### config.mk
export PLATFORM = sky130hd
export DESIGN_NAME = isr_top
export DESIGN_NICKNAME = d
export VERILOG_FILES = /design/src/isr_sync.v /design/src/isr_clkdiv.v /design/src/isr_top.v
export VERILOG_INCLUDE_DIRS = /design/src
export SDC_FILE = /design/constraint.sdc
export NUM_CORES = 1
export LEC_CHECK = 0
export BUFFER_PORTS_ARGS = -buffer_cell sky130_fd_sc_hd__buf_2
export CAP_MARGIN = 0
export CORE_MARGIN = 2
export CORE_UTILIZATION = 40
export CTS_CLUSTER_SIZE = 28
export DETAILED_ROUTE_END_ITERATION = 12
export HOLD_SLACK_MARGIN = 0.12
export PLACE_DENSITY = 0.64
export SYNTH_ARGS = -nofsm -noshare
export SYNTH_HDL_FRONTEND = slang
export SYNTH_SLANG_ARGS = --single-unit
### constraint.sdc
create_clock -name sys_clk -period 4.15 [get_ports sys_clk]
set_clock_uncertainty 0.2 [all_clocks]
set_input_delay 0.83 -clock sys_clk [delete_from_list [all_inputs] [get_ports sys_clk]]
set_output_delay 0.83 -clock sys_clk [all_outputs]
set_load 0.02 [all_outputs]
### src/isr_map.vh
`ifndef ISR_MAP_VH
`define ISR_MAP_VH
// ----------------------------------------------------------------------
// Register offsets
// ----------------------------------------------------------------------
`define ISR_BUS_CONTROL_REG 4'h0
`define ISR_BUS_STATUS_REG 4'h1
`define ISR_BUS_FLAG_REG 4'h2
`define ISR_CLOCK_SELECT_REG 4'h3
`define ISR_CLOCK_EXTENSION_REG 4'h4
`define ISR_OWN_ADDRESS_REG 4'h5
`define ISR_SHIFT_DATA_REG 4'h6
// ----------------------------------------------------------------------
// bus_control_reg fields
// ----------------------------------------------------------------------
`define ISR_CTL_ENABLE 7
`define ISR_CTL_LEAVE 6
`define ISR_CTL_WAIT_REL 5
`define ISR_CTL_STOP_IRQ 4
`define ISR_CTL_START 1
`define ISR_CTL_STOP 0
// ----------------------------------------------------------------------
// bus_status_reg fields
// ----------------------------------------------------------------------
`define ISR_STS_MASTER 7
`define ISR_STS_EXT 5
`define ISR_STS_MATCH 4
`define ISR_STS_START_DET 1
`define ISR_STS_STOP_DET 0
// ----------------------------------------------------------------------
// bus_flag_reg fields
// ----------------------------------------------------------------------
`define ISR_FLG_START_FAIL 7
`define ISR_FLG_BUSY 6
`define ISR_FLG_NO_STOP 1
`define ISR_FLG_RSV_DIS 0
// ----------------------------------------------------------------------
// Reset values and codes
// ----------------------------------------------------------------------
`define ISR_RST_BYTE 8'h00
`define ISR_EXT_LOW 4'h0
`define ISR_EXT_HIGH 4'hf
`endif

### src/isr_sync.v
`timescale 1ns/10ps
module isr_sync (
  // Clock and reset
  input wire sys_clk,
  input wire srst,
  // Pins
  input wire scl_in,
  input wire sda_in,
  // Synchronised levels
  output reg scl_s,
  output reg sda_s
);
  reg scl_m;
  reg sda_m;
  // Second stage alone feeds logic, resets to idle-high
  always @(posedge sys_clk) begin
    if (srst) begin
      scl_m <= 1'b1;
      sda_m <= 1'b1;
      scl_s <= 1'b1;
      sda_s <= 1'b1;
    end else begin
      scl_m <= scl_in;
      sda_m <= sda_in;
      scl_s <= scl_m;
      sda_s <= sda_m;
    end
  end
endmodule

### src/isr_clkdiv.v
`timescale 1ns/10ps
module isr_clkdiv (
  // Clock and reset
  input wire sys_clk,
  input wire srst,
  // Divider select
  input wire [1:0] div_sel,
  // Enable pulse at the selected rate
  output reg tick
);
  reg [1:0] cnt_reg;
  reg [1:0] lim;
  always @* begin
    case (div_sel)
      2'h2: lim = 2'h0;
      2'h3: lim = 2'h2;
      default: lim = 2'h1;
    endcase
  end
  always @(posedge sys_clk) begin
    if (srst) begin
      cnt_reg <= 2'h0;
      tick <= 1'b0;
    end else if (cnt_reg >= lim) begin
      cnt_reg <= 2'h0;
      tick <= 1'b1;
    end else begin
      cnt_reg <= cnt_reg + 2'h1;
      tick <= 1'b0;
    end
  end
endmodule

### src/isr_top.v
`timescale 1ns/10ps
`include "isr_map.vh"
// Overview of operation
// - Slave events interrupt only on own address or extension code.
// - Start detection enters wakeup standby held through the address byte.
// - Stop interrupt depends only on stop_irq_enable.
// - Reservation enabled: pending start issued after stop releases bus.
// - Bus unused when neither master nor slave, or after leave release.
// - Data writes during a pending reservation before stop are ignored.
// - Start request resolves to immediate start or reservation by bus state.
// - Reservation accepted between start detection and the following stop, except while addressed as slave.
// - Reservation disabled: request on foreign busy bus is rejected.
// - Rejected start shows in start_fail_flag after a short wait.
// - Without start_without_stop_enable, busy reads 1 after enabling.
// - With start_without_stop_enable, bus assumed free after enabling.
// - Reserved transfer waits; data write moves wait on to send, SCL stays held.
// - master_state_flag updates for polling without stop interrupt.
// - After stop release, writing slave address starts master transfer.
// - Upper nibble 0000 or 1111 sets extension flag at ninth SCL fall after start (end of eighth bit).
// - Received address compared with own_address_reg raises interrupt.
module isr_top (
  // Clock and reset
  input wire sys_clk,
  input wire srst,
  // Register port
  input wire [3:0] reg_addr,
  input wire [7:0] reg_wdata,
  input wire reg_wr,
  input wire reg_rd,
  output reg [7:0] reg_rdata,
  // Bus pins
  input wire scl_in,
  input wire sda_in,
  output reg scl_out,
  output reg scl_oe,
  output reg sda_out,
  output reg sda_oe,
  // Event
  output reg bus_event_irq
);
  // --------------------------------------------------------------------
  // States
  // --------------------------------------------------------------------
  localparam ST_IDLE = 6'h01;
  localparam ST_ADDR = 6'h02;
  localparam ST_SLAVE = 6'h04;
  localparam ST_RSV = 6'h08;
  localparam ST_MWAIT = 6'h10;
  localparam ST_MSEND = 6'h20;

  function is_ext;
    input [7:0] a;
    begin
      is_ext = (a[7:4] == `ISR_EXT_LOW) || (a[7:4] == `ISR_EXT_HIGH);
    end
  endfunction

  // --------------------------------------------------------------------
  // Pin synchroniser and divider
  // --------------------------------------------------------------------
  wire scl_s;
  wire sda_s;
  wire tick;
  reg [7:0] clock_select_reg;
  reg [7:0] clock_extension_reg;
  isr_sync u_sync (
    .sys_clk(sys_clk),
    .srst(srst),
    .scl_in(scl_in),
    .sda_in(sda_in),
    .scl_s(scl_s),
    .sda_s(sda_s)
  );
  isr_clkdiv u_div (
    .sys_clk(sys_clk),
    .srst(srst),
    .div_sel(clock_select_reg[1:0]),
    .tick(tick)
  );

  // --------------------------------------------------------------------
  // Line edge detection
  // --------------------------------------------------------------------
  reg scl_d;
  reg sda_d;
  always @(posedge sys_clk) begin
    if (srst) begin
      scl_d <= 1'b1;
      sda_d <= 1'b1;
    end else begin
      scl_d <= scl_s;
      sda_d <= sda_s;
    end
  end
  wire start_ev = scl_s && scl_d && sda_d && !sda_s;
  wire stop_ev = scl_s && scl_d && !sda_d && sda_s;
  wire scl_rise = scl_s && !scl_d;
  wire scl_fall = !scl_s && scl_d;

  // --------------------------------------------------------------------
  // Registers
  // --------------------------------------------------------------------
  reg [7:0] bus_control_reg;
  reg [7:0] own_address_reg;
  reg [7:0] shift_data_reg;
  reg reserve_disable;
  reg start_without_stop_enable;
  reg start_fail_flag;
  reg bus_busy_flag;
  reg master_state_flag;
  reg extension_code_flag;
  reg match_flag;
  reg start_detected_flag;
  reg stop_detected_flag;
  reg [5:0] state_reg;
  reg [3:0] bit_cnt_reg;
  reg [7:0] rx_reg;
  reg send_go_reg;
  wire i2c_operate_enable = bus_control_reg[`ISR_CTL_ENABLE];
  wire stop_irq_enable = bus_control_reg[`ISR_CTL_STOP_IRQ];
  wire wr_ctl = reg_wr && (reg_addr == `ISR_BUS_CONTROL_REG);
  wire start_request = wr_ctl && reg_wdata[`ISR_CTL_START] &&
    !bus_control_reg[`ISR_CTL_START];
  wire stop_request = wr_ctl && reg_wdata[`ISR_CTL_STOP];
  wire leave_comm_release = wr_ctl && reg_wdata[`ISR_CTL_LEAVE];
  wire wr_data = reg_wr && (reg_addr == `ISR_SHIFT_DATA_REG);
  // Bus unused by us: not master and not addressed slave
  wire not_using = (state_reg == ST_IDLE) || (state_reg == ST_ADDR);
  wire data_ok = !(state_reg == ST_RSV);

  always @(posedge sys_clk) begin
    if (srst) begin
      bus_control_reg <= `ISR_RST_BYTE;
      own_address_reg <= `ISR_RST_BYTE;
      clock_select_reg <= `ISR_RST_BYTE;
      clock_extension_reg <= `ISR_RST_BYTE;
      shift_data_reg <= `ISR_RST_BYTE;
      reserve_disable <= 1'b0;
      start_without_stop_enable <= 1'b0;
    end else if (reg_wr) begin
      case (reg_addr)
        `ISR_BUS_CONTROL_REG: bus_control_reg <= reg_wdata;
        `ISR_OWN_ADDRESS_REG: own_address_reg <= reg_wdata;
        // Clock selection only changes while disabled
        `ISR_CLOCK_SELECT_REG: begin
          if (!i2c_operate_enable) clock_select_reg <= reg_wdata;
        end
        `ISR_CLOCK_EXTENSION_REG: begin
          if (!i2c_operate_enable) clock_extension_reg <= reg_wdata;
        end
        `ISR_BUS_FLAG_REG: begin
          reserve_disable <= reg_wdata[`ISR_FLG_RSV_DIS];
          start_without_stop_enable <= reg_wdata[`ISR_FLG_NO_STOP];
        end
        `ISR_SHIFT_DATA_REG: begin
          if (data_ok) shift_data_reg <= reg_wdata;
        end
        default: begin
        end
      endcase
    end
  end

  // --------------------------------------------------------------------
  // Protocol state machine
  // --------------------------------------------------------------------
  reg [5:0] state_next;
  reg irq_next;
  wire addr_done = (state_reg == ST_ADDR) && scl_fall && (bit_cnt_reg == 4'h8);
  wire rx_match = (rx_reg[7:1] == own_address_reg[7:1]);
  always @* begin
    state_next = state_reg;
    irq_next = 1'b0;
    case (state_reg)
      ST_IDLE: begin
        if (start_ev) state_next = ST_ADDR;
        if (start_request && !bus_busy_flag) state_next = ST_MSEND;
      end
      ST_ADDR: begin
        if (addr_done) begin
          if (rx_match || is_ext(rx_reg)) begin
            state_next = ST_SLAVE;
            irq_next = 1'b1;
          end else begin
            state_next = ST_IDLE;
          end
        end
        // Reservation window: after start detected, before stop
        if (start_request && !reserve_disable) state_next = ST_RSV;
      end
      ST_SLAVE: begin
        if (leave_comm_release) state_next = ST_IDLE;
      end
      ST_RSV: begin
        if (stop_ev) state_next = ST_MWAIT;
      end
      ST_MWAIT: begin
        if (wr_data) state_next = ST_MSEND;
      end
      ST_MSEND: begin
        if (stop_request) state_next = ST_IDLE;
      end
      default: state_next = ST_IDLE;
    endcase
    if (stop_ev && stop_irq_enable) irq_next = 1'b1;
    if (start_ev && state_reg == ST_SLAVE) state_next = ST_ADDR;
    if (stop_ev && state_reg != ST_RSV) state_next = ST_IDLE;
    if (state_reg == ST_IDLE && start_request && bus_busy_flag &&
        !reserve_disable) state_next = ST_RSV;
    if (!i2c_operate_enable) state_next = ST_IDLE;
  end

  always @(posedge sys_clk) begin
    if (srst) begin
      state_reg <= ST_IDLE;
      bit_cnt_reg <= 4'h0;
      rx_reg <= 8'h00;
      bus_event_irq <= 1'b0;
      start_fail_flag <= 1'b0;
      bus_busy_flag <= 1'b1;
      master_state_flag <= 1'b0;
      extension_code_flag <= 1'b0;
      match_flag <= 1'b0;
      start_detected_flag <= 1'b0;
      stop_detected_flag <= 1'b0;
      send_go_reg <= 1'b0;
    end else begin
      state_reg <= state_next;
      bus_event_irq <= irq_next;
      if (start_ev) begin
        bit_cnt_reg <= 4'h0;
        start_detected_flag <= 1'b1;
        stop_detected_flag <= 1'b0;
        extension_code_flag <= 1'b0;
        match_flag <= 1'b0;
      end else if (scl_rise && bit_cnt_reg < 4'h8) begin
        // Count rises, not falls: the fall right after start holds no bit
        rx_reg <= {rx_reg[6:0], sda_s};
        bit_cnt_reg <= bit_cnt_reg + 4'h1;
      end
      if (addr_done) begin
        extension_code_flag <= is_ext(rx_reg);
        match_flag <= rx_match;
      end
      if (stop_ev) begin
        stop_detected_flag <= 1'b1;
        start_detected_flag <= 1'b0;
      end
      // Busy level follows the line, enable sets the assumed start point
      if (wr_ctl && reg_wdata[`ISR_CTL_ENABLE] && !i2c_operate_enable)
        bus_busy_flag <= !start_without_stop_enable;
      else if (start_ev)
        bus_busy_flag <= 1'b1;
      else if (stop_ev)
        bus_busy_flag <= 1'b0;
      // Set wins over clear: a rejection in the write cycle stands
      if (start_request && reserve_disable && bus_busy_flag && not_using)
        start_fail_flag <= 1'b1;
      else if (start_request)
        start_fail_flag <= 1'b0;
      master_state_flag <= (state_next == ST_MSEND) ||
        (state_next == ST_MWAIT);
      if (tick) send_go_reg <= (state_reg == ST_MSEND);
    end
  end

  // --------------------------------------------------------------------
  // Pin drive: start generation, wait hold while reserved
  // --------------------------------------------------------------------
  always @(posedge sys_clk) begin
    if (srst) begin
      scl_out <= 1'b0;
      scl_oe <= 1'b0;
      sda_out <= 1'b0;
      sda_oe <= 1'b0;
    end else begin
      // Start pulls SDA low; SCL held low in wait and still held in send after data written
      sda_oe <= (state_reg == ST_MWAIT) || (state_reg == ST_MSEND);
      // SCL follows SDA by a cycle so the pair forms a real start
      scl_oe <= ((state_reg == ST_MWAIT) && sda_oe) ||
        ((state_reg == ST_MSEND) && scl_oe) || send_go_reg;
      sda_out <= 1'b0;
      scl_out <= 1'b0;
    end
  end

  // --------------------------------------------------------------------
  // Read port, data one cycle after strobe
  // --------------------------------------------------------------------
  always @(posedge sys_clk) begin
    if (srst) begin
      reg_rdata <= 8'h00;
    end else if (reg_rd) begin
      case (reg_addr)
        `ISR_BUS_CONTROL_REG: reg_rdata <= bus_control_reg;
        `ISR_BUS_STATUS_REG: reg_rdata <= {master_state_flag, 1'b0,
          extension_code_flag, match_flag, 2'b00, start_detected_flag,
          stop_detected_flag};
        `ISR_BUS_FLAG_REG: reg_rdata <= {start_fail_flag, bus_busy_flag,
          4'h0, start_without_stop_enable, reserve_disable};
        `ISR_CLOCK_SELECT_REG: reg_rdata <= clock_select_reg;
        `ISR_CLOCK_EXTENSION_REG: reg_rdata <= clock_extension_reg;
        `ISR_OWN_ADDRESS_REG: reg_rdata <= own_address_reg;
        `ISR_SHIFT_DATA_REG: reg_rdata <= shift_data_reg;
        default: reg_rdata <= 8'h00;
      endcase
    end else begin
      reg_rdata <= 8'h00;
    end
  end
endmodule

After elaboration in Yosys (flattened, before gate mapping)
Index checks and enable logic that the tools add are counted.

Output and inout bits: 13. Register bits: 88. Word-level logic and storage cells: 152. Input bits: 18.

Add/subtract/negate cells: 2. Multiplexer cells: 30. Bitwise gates (word level): 4. $lt $le $gt $ge: 2. Reduce and logical (&&, ||, !) cells: 64. Equal/unequal tests: 20.

Operators by type and width (number): $mux 6 (12); $pmux 8 s7 (1); $pmux 6 s6 (1); $logic_and 1x1->1 (31); $mux 1 (14); $eq 4x3->1 const B (3); $eq 6x5->1 const B (2); $eq 6x6->1 const B (2); $logic_not 1->1 (9); $reduce_and 3->1 (3); $eq 4x2->1 const B (2); $eq 4x4->1 const B (2); $logic_not 4->1 (2); $reduce_and 2->1 (4); $reduce_or 2->1 (4); $eq 7x7->1 (1); $logic_or 1x1->1 (7); $eq 6x1->1 const B (1); $eq 6x2->1 const B (1); $eq 6x3->1 const B (1); $eq 6x4->1 const B (1); $ne 6x4->1 const B (1); $reduce_bool 2->1 (3); $add 4x1->4 const B (1); other kinds (9) (13).

Logic depth before layout (Yosys ltp)
Gate-level depths: netlist of run 1.

Depth in word-level cells: 13. Depth in mapped cells: 7. Gate-level depth less buffers: 6.

By module
Synthesis of run 1 repeated with hierarchy kept, for this count alone.

Cell total of the unflattened synthesis: 427. Area total of the unflattened synthesis: 3961.3 µm².

By module, submodules not included: isr_top (cells an instance 405, area each 3711.1 µm², sequential area each 1621.6 µm², times used 1); isr_clkdiv (cells an instance 14, area each 145.1 µm², sequential area each 60.1 µm², times used 1); isr_sync (cells an instance 8, area each 105.1 µm², sequential area each 80.1 µm², times used 1).

Worst setup path before layout of run 1
No wires, ideal clock.

Path type: input to register. Start: input reg_addr[1]. End: register state_reg[0]. Path slack: 1358 ps. Buffers on the path: 2. Data required time: 3825 ps. Data arrival time: 2467 ps. Stages on the path: 7. Setup time: 125 ps. Cell sequence: clkbuf_1 > nor4_1 > clkbuf_1 > nand4b_1 > nor2_1 > nor3_1 > o41a_1.

Word-level cells in the longest chain between the ends: 11. Elaborated cells on any way between the ends: 23. Classes of those cells: eq/ne (1); mux (10); reduce/logical (12).

RTL lines: start, declared (line isr_top.v:26) `input wire [3:0] reg_addr,`; $logic_not 4->1; $logic_and 1x1->1 (line isr_top.v:121) `` wire wr_ctl = reg_wr && (reg_addr == `ISR_BUS_CONTROL_REG); ``; $logic_and 1x1->1 (2 in a row) (line isr_top.v:122) `` wire start_request = wr_ctl && reg_wdata[`ISR_CTL_START] && ``; $logic_and 1x1->1, on equally long branches (line isr_top.v:189, isr_top.v:177); $mux 6, on equally long branches (line isr_top.v:189, isr_top.v:177); $pmux 6 s6 (line isr_top.v:174) `case (state_reg)`; $mux 6 (line isr_top.v:206) `if (start_ev && state_reg == ST_SLAVE) state_next = ST_ADDR;`; $mux 6 (line isr_top.v:207) `if (stop_ev && state_reg != ST_RSV) state_next = ST_IDLE;`; $mux 6 (*) (line isr_top.v:208) `if (state_reg == ST_IDLE && start_request && bus_busy_flag &&`; $mux 6 (*) (line isr_top.v:210) `if (!i2c_operate_enable) state_next = ST_IDLE;`; end signal, assigned (line isr_top.v:228) `state_reg <= state_next;`; end, declared (line isr_top.v:115) `reg [5:0] state_reg;`.

Every way passes the cells marked *; elsewhere a longest branch is shown, timed or not. A chain may end at the register's enable or synchronous reset.

Final worst setup path of run 1
Start: register state_reg[2]. End: register state_reg[0].

Word-level cells in the longest chain between the ends: 10. Elaborated cells on any way between the ends: 21. Classes of those cells: eq/ne (7); mux (7); reduce/logical (7).

RTL lines: $eq 6x2->1; $logic_and 1x1->1 (2 in a row) (line isr_top.v:169) `wire addr_done = (state_reg == ST_ADDR) && scl_fall && (bit_cnt_reg == 4'h8);`; $mux 6 (line isr_top.v:180) `if (addr_done) begin`; $mux 6 (line isr_top.v:189) `if (start_request && !reserve_disable) state_next = ST_RSV;`; $pmux 6 s6 (line isr_top.v:174); $mux 6 (line isr_top.v:206); $mux 6 (line isr_top.v:207); $mux 6 (*) (line isr_top.v:208); $mux 6 (*) (line isr_top.v:210).

Marks and branches as above.

==> results of run 1 <==
[power by group]
part           switching, mW  total, mW  internal, mW
combinational         0.0737      0.117        0.0435
sequential            0.0154      0.881         0.866
clock                  0.298      0.651         0.352
total                  0.387       1.65          1.26
[synth_stat cells (2+ instances only)]
| cell type | count | area, um2 |
|---|---|---|
| and4_1 | 2 | 17.5 |
| nor4_1 | 2 | 12.5 |
| ha_1 | 4 | 50.1 |
| buf_4 | 2 | 15.0 |
| nand4b_1 | 4 | 35.0 |
| a31oi_1 | 7 | 43.8 |
| xor2_1 | 3 | 26.3 |
| clkbuf_1 | 22 | 82.6 |
| nor3b_1 | 7 | 52.6 |
| nand3_1 | 30 | 150 |
| a221oi_1 | 3 | 26.3 |
| inv_1 | 4 | 15.0 |
| mux2i_1 | 22 | 220 |
| nand2_1 | 61 | 229 |
| dfxtp_1 | 88 | 1760 |
| nand4_1 | 2 | 12.5 |
| o21ai_0 | 3 | 15.0 |
| nand3b_1 | 3 | 22.5 |
| nor2_1 | 46 | 173 |
| or2_2 | 8 | 50.1 |
| a22oi_1 | 15 | 113 |
| or4b_2 | 2 | 20.0 |
| xnor2_1 | 8 | 70.1 |
| nand2b_1 | 8 | 50.1 |
| nor2b_1 | 4 | 25.0 |
| nor4b_1 | 2 | 17.5 |
| nor3_1 | 10 | 50.1 |
| a21oi_1 | 50 | 250 |
[worst reg2reg max path, stage by stage (launching register included)]
cell,delay (ps)
dfxtp_1,370
or4_2,750
maj3_1,410
a211oi_2,200
nand2_1,110
o41a_1,420
[metal layers]
layer / vias up / routed length (um) / global-route usage [%]
met1: 1550 / 4370 / 26.1
met2: 87 / 4460 / 31.5
li1: 1613 / - / -
met5: - / 0 / 0
met3: 19 / 411 / 3.24
met4: 0 / 239 / 9.77
[through the flow]
step	cell area (um2)	cells	util (%)	hold WS [ps]	setup slack, ps
CTS	4280	598	46.3	216	1590
global route	4280	598	46.3	231	1400
detailed placement	4060	583	43.9	196	1210
floorplan	3820	447	-	189	1360
finish	4280	598	46.3	213	1570
global placement	4060	583	43.9	195	1280
[kinds of logic after synthesis]
logic type / synth area share [%]
AOI/OAI and AO/OA: 14.3
xor gates and xnor gates: 2.52
adders and majority gates: 1.57
buffers and inverters: 3.18
DFF: 46.2
muxes: 6.66
other: 0.0983
and+or+nand+nor: 25.5
[worst max-delay path by stage]
stage                 start                 to  slack, ps  depth (start not counted)
2_1_floorplan   reg_addr[1]       state_reg[0]       1360                          7
3_3_place_gp    reg_addr[2]  shift_data_reg[3]       1280                          6
3_5_place_dp    reg_addr[3]  shift_data_reg[5]       1210                          6
4_1_cts         reg_addr[3]  shift_data_reg[5]       1590                          6
5_1_grt        state_reg[2]         match_flag       1400                          5
6_report       state_reg[2]       state_reg[0]       1570                          5
[cell type report]
cell class / count / area [um2]
Timing Repair Buffer: 33 / 178
Inverter: 4 / 15.0
Fill cell: 898 / 4960
Tap cell: 129 / 161
Sequential cell: 88 / 1760
Multi-Input combinational cell: 329 / 1940
Clock buffer: 10 / 138
Clock inverter: 5 / 78.8
==> impl_metrics.tcl, run 1 <==
set metrics [dict create \
    netlist_area_um2 3820 \
    hpwl_um 6730 \
    grt_overflow 0 \
    cp_top_family "simple AND/OR/NAND/NOR gates" \
    io_pins 31 \
    post_cts_buffers 0 \
    grt_pass1_wl_um 15800 \
    syn_area_per_cell_um2 8.56 \
    antenna_found_initial 0 \
    core_area_um2 9240 \
    synth-async-reset-ratio_pct 0 \
    slew_viol_final 0 \
    numCtsBuffers 9 \
    hold_class "reg -> reg" \
    gp_congestion 0.945 \
    clkSlewWorstSetupHoldPaths_ps 80 \
    drc 0 \
    areaGrowthSynthToFinish_pct 12.0 \
    num_rows 35 \
    synth_cell_type_count 52 \
    cp_num_buf_inv 0 \
    cpPeakStageDelay_ps 750 \
    firstDrtPassIters 4 \
    cp_slowest_cell "or4_2" \
    yosysSeqAreaShare_pct 46.2 \
    vias 3269 \
    portBuffers 28 \
    crit_path_end_kind "flip-flop" \
    cts_tree "done" \
    rr_startpoint "state_reg[2]" \
    fin_nets 487 \
    start_util_pct 41.3 \
    fin_crit_ps 2580 \
    tightest_slew_ps 1140 \
    r2r_cells 5 \
    die_x_um 102 \
    setup_viol 0 \
    wl_um 9490 \
    drt-initial-drc-count 217 \
    finalHoldViolations 0 \
    yosys_warnings 0 \
    insertion_delay_ps 360 \
    vias_per_cell 5.47 \
    powerDensity_nw_per_um2 386 \
    ir_worst_vdd_mv 0.235 \
    hp-start "u_sync.scl_m" \
    mostFrequentLayoutCells "88 x dfxtp_1, 61 x nand2_1, 50 x a21oi_1, 46 x nor2_1, 30 x nand3_1" \
    rsz0062_at_grt "no" \
    cts_hold_buffers 0 \
    grt_usage_pct 19.8 \
    cts_root_buf "clkbuf_8" \
    relSlewSlack_pct 23.8 \
    reg2reg_slack_ps 1570 \
    h-tree-depth 3 \
    yosys_register_bits 88 \
    fin_tns_setup_ps 0 \
    r2r_end "state_reg[0]" \
    fmax_mhz 388 \
    critPathArrivalTime_ps 2630 \
    whs_path_depth 1 \
    clock-sinks 88 \
    syn_inst 446 \
    critPathRequiredTime_ps 4200 \
    layout_commonest_cell "dfxtp_1" \
    grt_pass1_vias 3070 \
    ant_nets 0 \
    timing_worst_setup_path_type "reg -> reg" \
    wl_per_cell_um 15.9 \
    start_kind "flip-flop" \
    grt_max_degree 51 \
    clock_path_buffers 2 \
    die_area_um2 10300 \
    finalCritPeriodShare_pct 62.1 \
    path_max_fanout 7 \
    cts_resized 0 \
    cap_violations 0 \
    status "finished clean" \
    n_antenna_cell 0 \
    synthFlopType "dfxtp_1" \
    power_mw 1.65 \
    layout-drive-gt1-share_pct 14.1 \
    synth_enable_flop_cells 0 \
    leakagePower_nw 1.50 \
    worstPathCellList "or4_2 > maj3_1 > a211oi_2 > nand2_1 > o41a_1" \
    holdPathEnd "u_sync.scl_s" \
    die_h_um 102 \
]
(Power assumes the default switching activity.)
==> inputs of run 2 (changes only) <==
--- a/config.mk
+++ b/config.mk
@@ -13,7 +13,7 @@
 export CTS_CLUSTER_SIZE = 28
 export DETAILED_ROUTE_END_ITERATION = 12
 export HOLD_SLACK_MARGIN = 0.12
-export PLACE_DENSITY = 0.64
+export PLACE_DENSITY = 0.66
 export SYNTH_ARGS = -nofsm -noshare
 export SYNTH_HDL_FRONTEND = slang
 export SYNTH_SLANG_ARGS = --single-unit
==> constraint.sdc (replaced) <==
create_clock -name sys_clk -period 2.3 [get_ports sys_clk]
set_clock_uncertainty 0.2 [all_clocks]
set_input_delay 0.46 -clock sys_clk [delete_from_list [all_inputs] [get_ports sys_clk]]
set_output_delay 0.46 -clock sys_clk [all_outputs]
set_load 0.02 [all_outputs]
==> run 2 against run 1 <==
Flip-flop and latch count unchanged. Die area unchanged. Sequential share of layout area is 2.1 points lower. Clock-buffer cell count stayed put. Wire length decreased by 0.24%.
==> impl_metrics.tcl, run 2 (synthesized netlist as in run 1, its figures left out) <==
set metrics [dict create \
    reg2reg_slack_ps 60 \
    path_max_fanout 7 \
    antenna_found_initial 0 \
    wl_um 9460 \
    layout-drive-gt1-share_pct 19.3 \
    rsz0062_at_grt "yes" \
    ant_nets 0 \
    final_cells 627 \
    layout_setup_ws_ps 64.1 \
    cpPeakStageDelay_ps 550 \
    grt_max_degree 39 \
    core_area_um2 9240 \
    place_area_um2 4260 \
    timing_worst_setup_path_type "reg -> reg" \
    die_h_um 102 \
    cts_tree "done" \
    hpwl_um 6840 \
    relSlewSlack_pct 64.7 \
    areaGrowthSynthToFinish_pct 18.2 \
    fin_nets 515 \
    numCtsBuffers 9 \
    preCtsSetupSlack_ps 37.6 \
    fin_tns_setup_ps 0 \
    leakagePower_nw 1.64 \
    grt_pass1_wl_um 15400 \
    fmax_mhz 447 \
    worstPathCellList "or4_4 > maj3_1 > a211oi_2 > nand2_1 > o41a_1" \
    wl_per_cell_um 15.1 \
    tightest_slew_ps 529 \
    place_inst 609 \
    start_kind "flip-flop" \
    drt-initial-drc-count 213 \
    fin_crit_ps 2240 \
    firstDrtPassIters 5 \
    powerDensity_nw_per_um2 667 \
    grt_pass1_vias 3146 \
    slew_viol_final 0 \
    cap_violations 0 \
    setup_viol 0 \
    finalCritPeriodShare_pct 97.2 \
    finish.utilization_pct 48.8 \
    mostFrequentLayoutCells "85 x dfxtp_1, 61 x nand2_1, 50 x a21oi_1, 46 x nor2_1, 31 x buf_4" \
    cts_root_buf "clkbuf_8" \
    post_cts_buffers 0 \
    vias_per_cell 5.36 \
    nFillCells 890 \
    die_area_um2 10300 \
    clock_path_buffers 2 \
    insertion_delay_ps 370 \
    status "finished clean" \
    crit_path_end_kind "flip-flop" \
    finalHoldViolations 0 \
    critPathArrivalTime_ps 2290 \
    io_pins 31 \
    ir_worst_vdd_mv 0.354 \
    hold_class "in -> reg" \
    cp_slowest_cell "or4_4" \
    grt_overflow 0 \
    grt_usage_pct 19.2 \
    clock-sinks 88 \
    h-tree-depth 3 \
    num_rows 35 \
    layout_commonest_cell "dfxtp_1" \
    start_util_pct 41.3 \
    critPathRequiredTime_ps 2360 \
    clkSlewWorstSetupHoldPaths_ps 90 \
    n_antenna_cell 0 \
    die_x_um 102 \
    stdcell_area_um2 4510 \
    gp_congestion 0.862 \
    portBuffers 28 \
    power_mw 3.01 \
    drc 0 \
    hold_ws_ps 175 \
    vias 3361 \
]
## run 2: critical path: cells and delay by family, from the launching register on
family	cells	cell delay (ps)
simple gates	2	650
fa+ha+maj	1	380
flops	1	370
compound gates	2	540
## run 2: report_power, final
group,switching [mW],internal (mW),total (mW)
sequential,0.0283,1.56,1.59
combinational,0.136,0.0928,0.229
clock,0.574,0.618,1.19
total,0.738,2.27,3.01
## run 2: layer usage
metal | share of wire [%] | global-route usage [%] | routed length [um]
met4 | 1.8 | 7.28 | 175
met3 | 6.6 | 2.90 | 624
met5 | 0 | 0 | 0
met1 | 45 | 26.2 | 4290
met2 | 46 | 30.7 | 4370
## run 2: worst paths after layout
| check | start | endpoint | depth (start not counted) |
|---|---|---|---|
| hold / removal | reg_wdata[4] | bus_control_reg[4] | 3 |
| setup / recovery | state_reg[3] | state_reg[0] | 5 |
| setup reg to reg | state_reg[3] | state_reg[0] | 5 |
| hold reg to reg | u_sync.sda_m | u_sync.sda_s | 1 |
## run 2: layout make-up
type / count / area (um2) / share of cell area (%)
Multi-Input combinational cell: 329 / 1960 / 43.4
Tap cell: 129 / 161 / 3.58
Clock buffer: 10 / 128 / 2.83
Timing Repair Buffer: 61 / 393 / 8.71
Inverter: 4 / 15.0 / 0.333
Sequential cell: 88 / 1770 / 39.1
Clock inverter: 6 / 92.6 / 2.05
## run 2: timing repair
| item | in CTS | in global routing |
|---|---|---|
| gates resized for setup | 0 | 3 |
| hold buffers | 2 | 0 |
| endpoints found under the hold margin | 2 | 0 |
| setup endpoints to repair | 0 | 12 |
==> inputs of run 3 (changes only) <==
--- a/config.mk
+++ b/config.mk
@@ -10,10 +10,12 @@
 export CAP_MARGIN = 0
 export CORE_MARGIN = 2
 export CORE_UTILIZATION = 40
+export CTS_BUF_LIST = sky130_fd_sc_hd__clkbuf_4 sky130_fd_sc_hd__clkbuf_8
 export CTS_CLUSTER_SIZE = 28
 export DETAILED_ROUTE_END_ITERATION = 12
 export HOLD_SLACK_MARGIN = 0.12
 export PLACE_DENSITY = 0.66
+export SKIP_CTS_REPAIR_TIMING = 1
 export SYNTH_ARGS = -nofsm -noshare
 export SYNTH_HDL_FRONTEND = slang
 export SYNTH_SLANG_ARGS = --single-unit
==> run 3 against run 2 <==
Clock-buffer cell count unchanged. Fmax decreased by 0.90%. Die area unchanged. Non-clock buffer count increased by 1. Cell count increased by 0.16%. Global-route usage decreased by 0.13 points. Via count increased by 0.80%. Total power increased by 0.55%. Setup slack got worse by 20 ps. Combinational power about the same. Wire length increased by 0.91%. Critical path depth unchanged.
==> impl_metrics.tcl, run 3 (synthesized netlist as in run 1, its figures left out) <==
set metrics [dict create \
    timing_worst_setup_path_type "reg -> reg" \
    hpwl_um 6840 \
    stdcell_area_um2 4540 \
    mostFrequentLayoutCells "83 x dfxtp_1, 61 x nand2_1, 50 x a21oi_1, 46 x nor2_1, 32 x buf_4" \
    nFillCells 889 \
    cpPeakStageDelay_ps 530 \
    status "finished clean" \
    critPathArrivalTime_ps 2320 \
    clock-sinks 88 \
    grt_pass1_wl_um 15300 \
    r2r_end "state_reg[0]" \
    cap_violations 0 \
    power_frac_comb_pct 7.6 \
    grt_pass1_vias 3128 \
    rsz0062_at_grt "yes" \
    insertion_delay_ps 370 \
    portBuffers 28 \
    swShare_pct 24.5 \
    worstPathCellList "or4_4 > or3b_4 > a211oi_4 > nand2_1 > o41a_1" \
    numCtsBuffers 9 \
    cp_num_buf_inv 0 \
    gp_congestion 0.862 \
    layout_setup_ws_ps 43.8 \
    wl_per_cell_um 15.2 \
    setup_viol 0 \
    leakagePower_nw 1.65 \
    clkSlewWorstSetupHoldPaths_ps 90 \
    cts_root_buf "clkbuf_8" \
    die_h_um 102 \
    p_int_mw 2.28 \
    finalCritPeriodShare_pct 98.1 \
    wl_um 9550 \
    ir_worst_vdd_mv 0.352 \
    areaGrowthSynthToFinish_pct 18.9 \
    place_area_um2 4260 \
    slew_viol_final 0 \
    antenna_found_initial 0 \
    switchingPower_uw 743 \
    p_clk_share_pct 39.9 \
    layout_commonest_cell "dfxtp_1" \
    rr_startpoint "state_reg[1]" \
    grt_max_degree 39 \
    layout-drive-gt1-share_pct 20.4 \
    preCtsSetupSlack_ps 37.6 \
    crit_path_end_kind "flip-flop" \
    io_pins 31 \
    clock_path_buffers 2 \
    vias 3388 \
    drt-initial-drc-count 285 \
    cp_slowest_cell "or4_4" \
    cp_top_family "simple AND/OR/NAND/NOR gates" \
    reg2reg_slack_ps 40 \
    die_area_um2 10300 \
    firstDrtPassIters 5 \
    grt_usage_pct 19.1 \
    power_frac_seq_pct 52.5 \
    core_area_um2 9240 \
    vias_per_cell 5.39 \
    h-tree-depth 3 \
    powerDensity_nw_per_um2 667 \
    n_antenna_cell 0 \
    critPathRequiredTime_ps 2360 \
    drc 0 \
    path_max_fanout 2 \
    whs_path_depth 3 \
    r2r_cells 5 \
    die_x_um 102 \
    tightest_slew_ps 526 \
    cts_tree "done" \
    fin_nets 516 \
    holdPathEnd "bus_control_reg[4]" \
    ant_nets 0 \
    finalHoldViolations 0 \
    num_rows 35 \
    start_kind "flip-flop" \
    fmax_mhz 443 \
    relSlewSlack_pct 64.9 \
    hold_class "in -> reg" \
    grt_overflow 0 \
    start_util_pct 41.3 \
    fin_crit_ps 2260 \
    hp-start "reg_wdata[4]" \
]
run 3: cell types whose count changed in the layout (fill, tap and decap cells not counted), sizes merged:
cell / previous run / this run
buf: 59 / 60
run 3: cell type report:
type	instances	area (um2)	share of cell area (%)
flip-flops and latches	88	1770	39.0
clock inverters	6	92.6	2.04
multi-input cells	329	1970	43.4
repair buffers	62	400	8.83
clock buffers	10	131	2.90
well taps	129	161	3.56
inverters	4	15.0	0.331
run 3: power groups by stage:
| stage | combinational, mW | sequential, mW | clock, mW |
|---|---|---|---|
| floorplan | 0.153 | 1.62 | 0 |
| global placement | 0.220 | 1.63 | 0 |
| detailed placement | 0.225 | 1.63 | 0 |
| CTS | 0.227 | 1.59 | 1.22 |
| global route | 0.257 | 1.60 | 1.29 |
| finish | 0.230 | 1.59 | 1.21 |
run 3: per-layer routing:
| metal | vias up | share of wire [%] | global-route usage, % | wire [um] |
|---|---|---|---|---|
| li1 | 1664 | - | - | - |
| met1 | 1611 | 46 | 26.2 | 4420 |
| met2 | 101 | 47 | 30.2 | 4490 |
| met3 | 12 | 5.3 | 2.90 | 503 |
| met4 | 0 | 1.4 | 7.28 | 134 |
| met5 | - | 0 | 0 | 0 |
run 3: metrics by stage:
stage          utilization, %  setup TNS [ps]  power, mW  hold slack, ps  instances
2_1_floorplan               -           -17.4       1.77             189        447
3_3_place_gp             46.1               0       1.85             194        609
3_5_place_dp             46.1               0       1.85             198        609
4_1_cts                  48.5               0       3.04            77.6        625
5_1_grt                  49.1           -53.1       3.14             183        628
6_report                 49.1               0       3.03             180        628
run 3: worst max path at each step:
stage | cells after the start | from | endpoint
after floorplan | 6 | state_reg[1] | state_reg[0]
after global placement | 5 | state_reg[1] | state_reg[0]
after detailed placement | 5 | state_reg[1] | state_reg[0]
after CTS | 5 | state_reg[0] | state_reg[0]
after global routing | 5 | state_reg[1] | state_reg[0]
final | 5 | state_reg[1] | state_reg[0]
run 3: worst register-to-register path, stage by stage, from the launching register on:
cell,delay [ps]
dfxtp_2,330
or4_4,530
or3b_4,410
a211oi_4,230
nand2_1,110
o41a_1,370
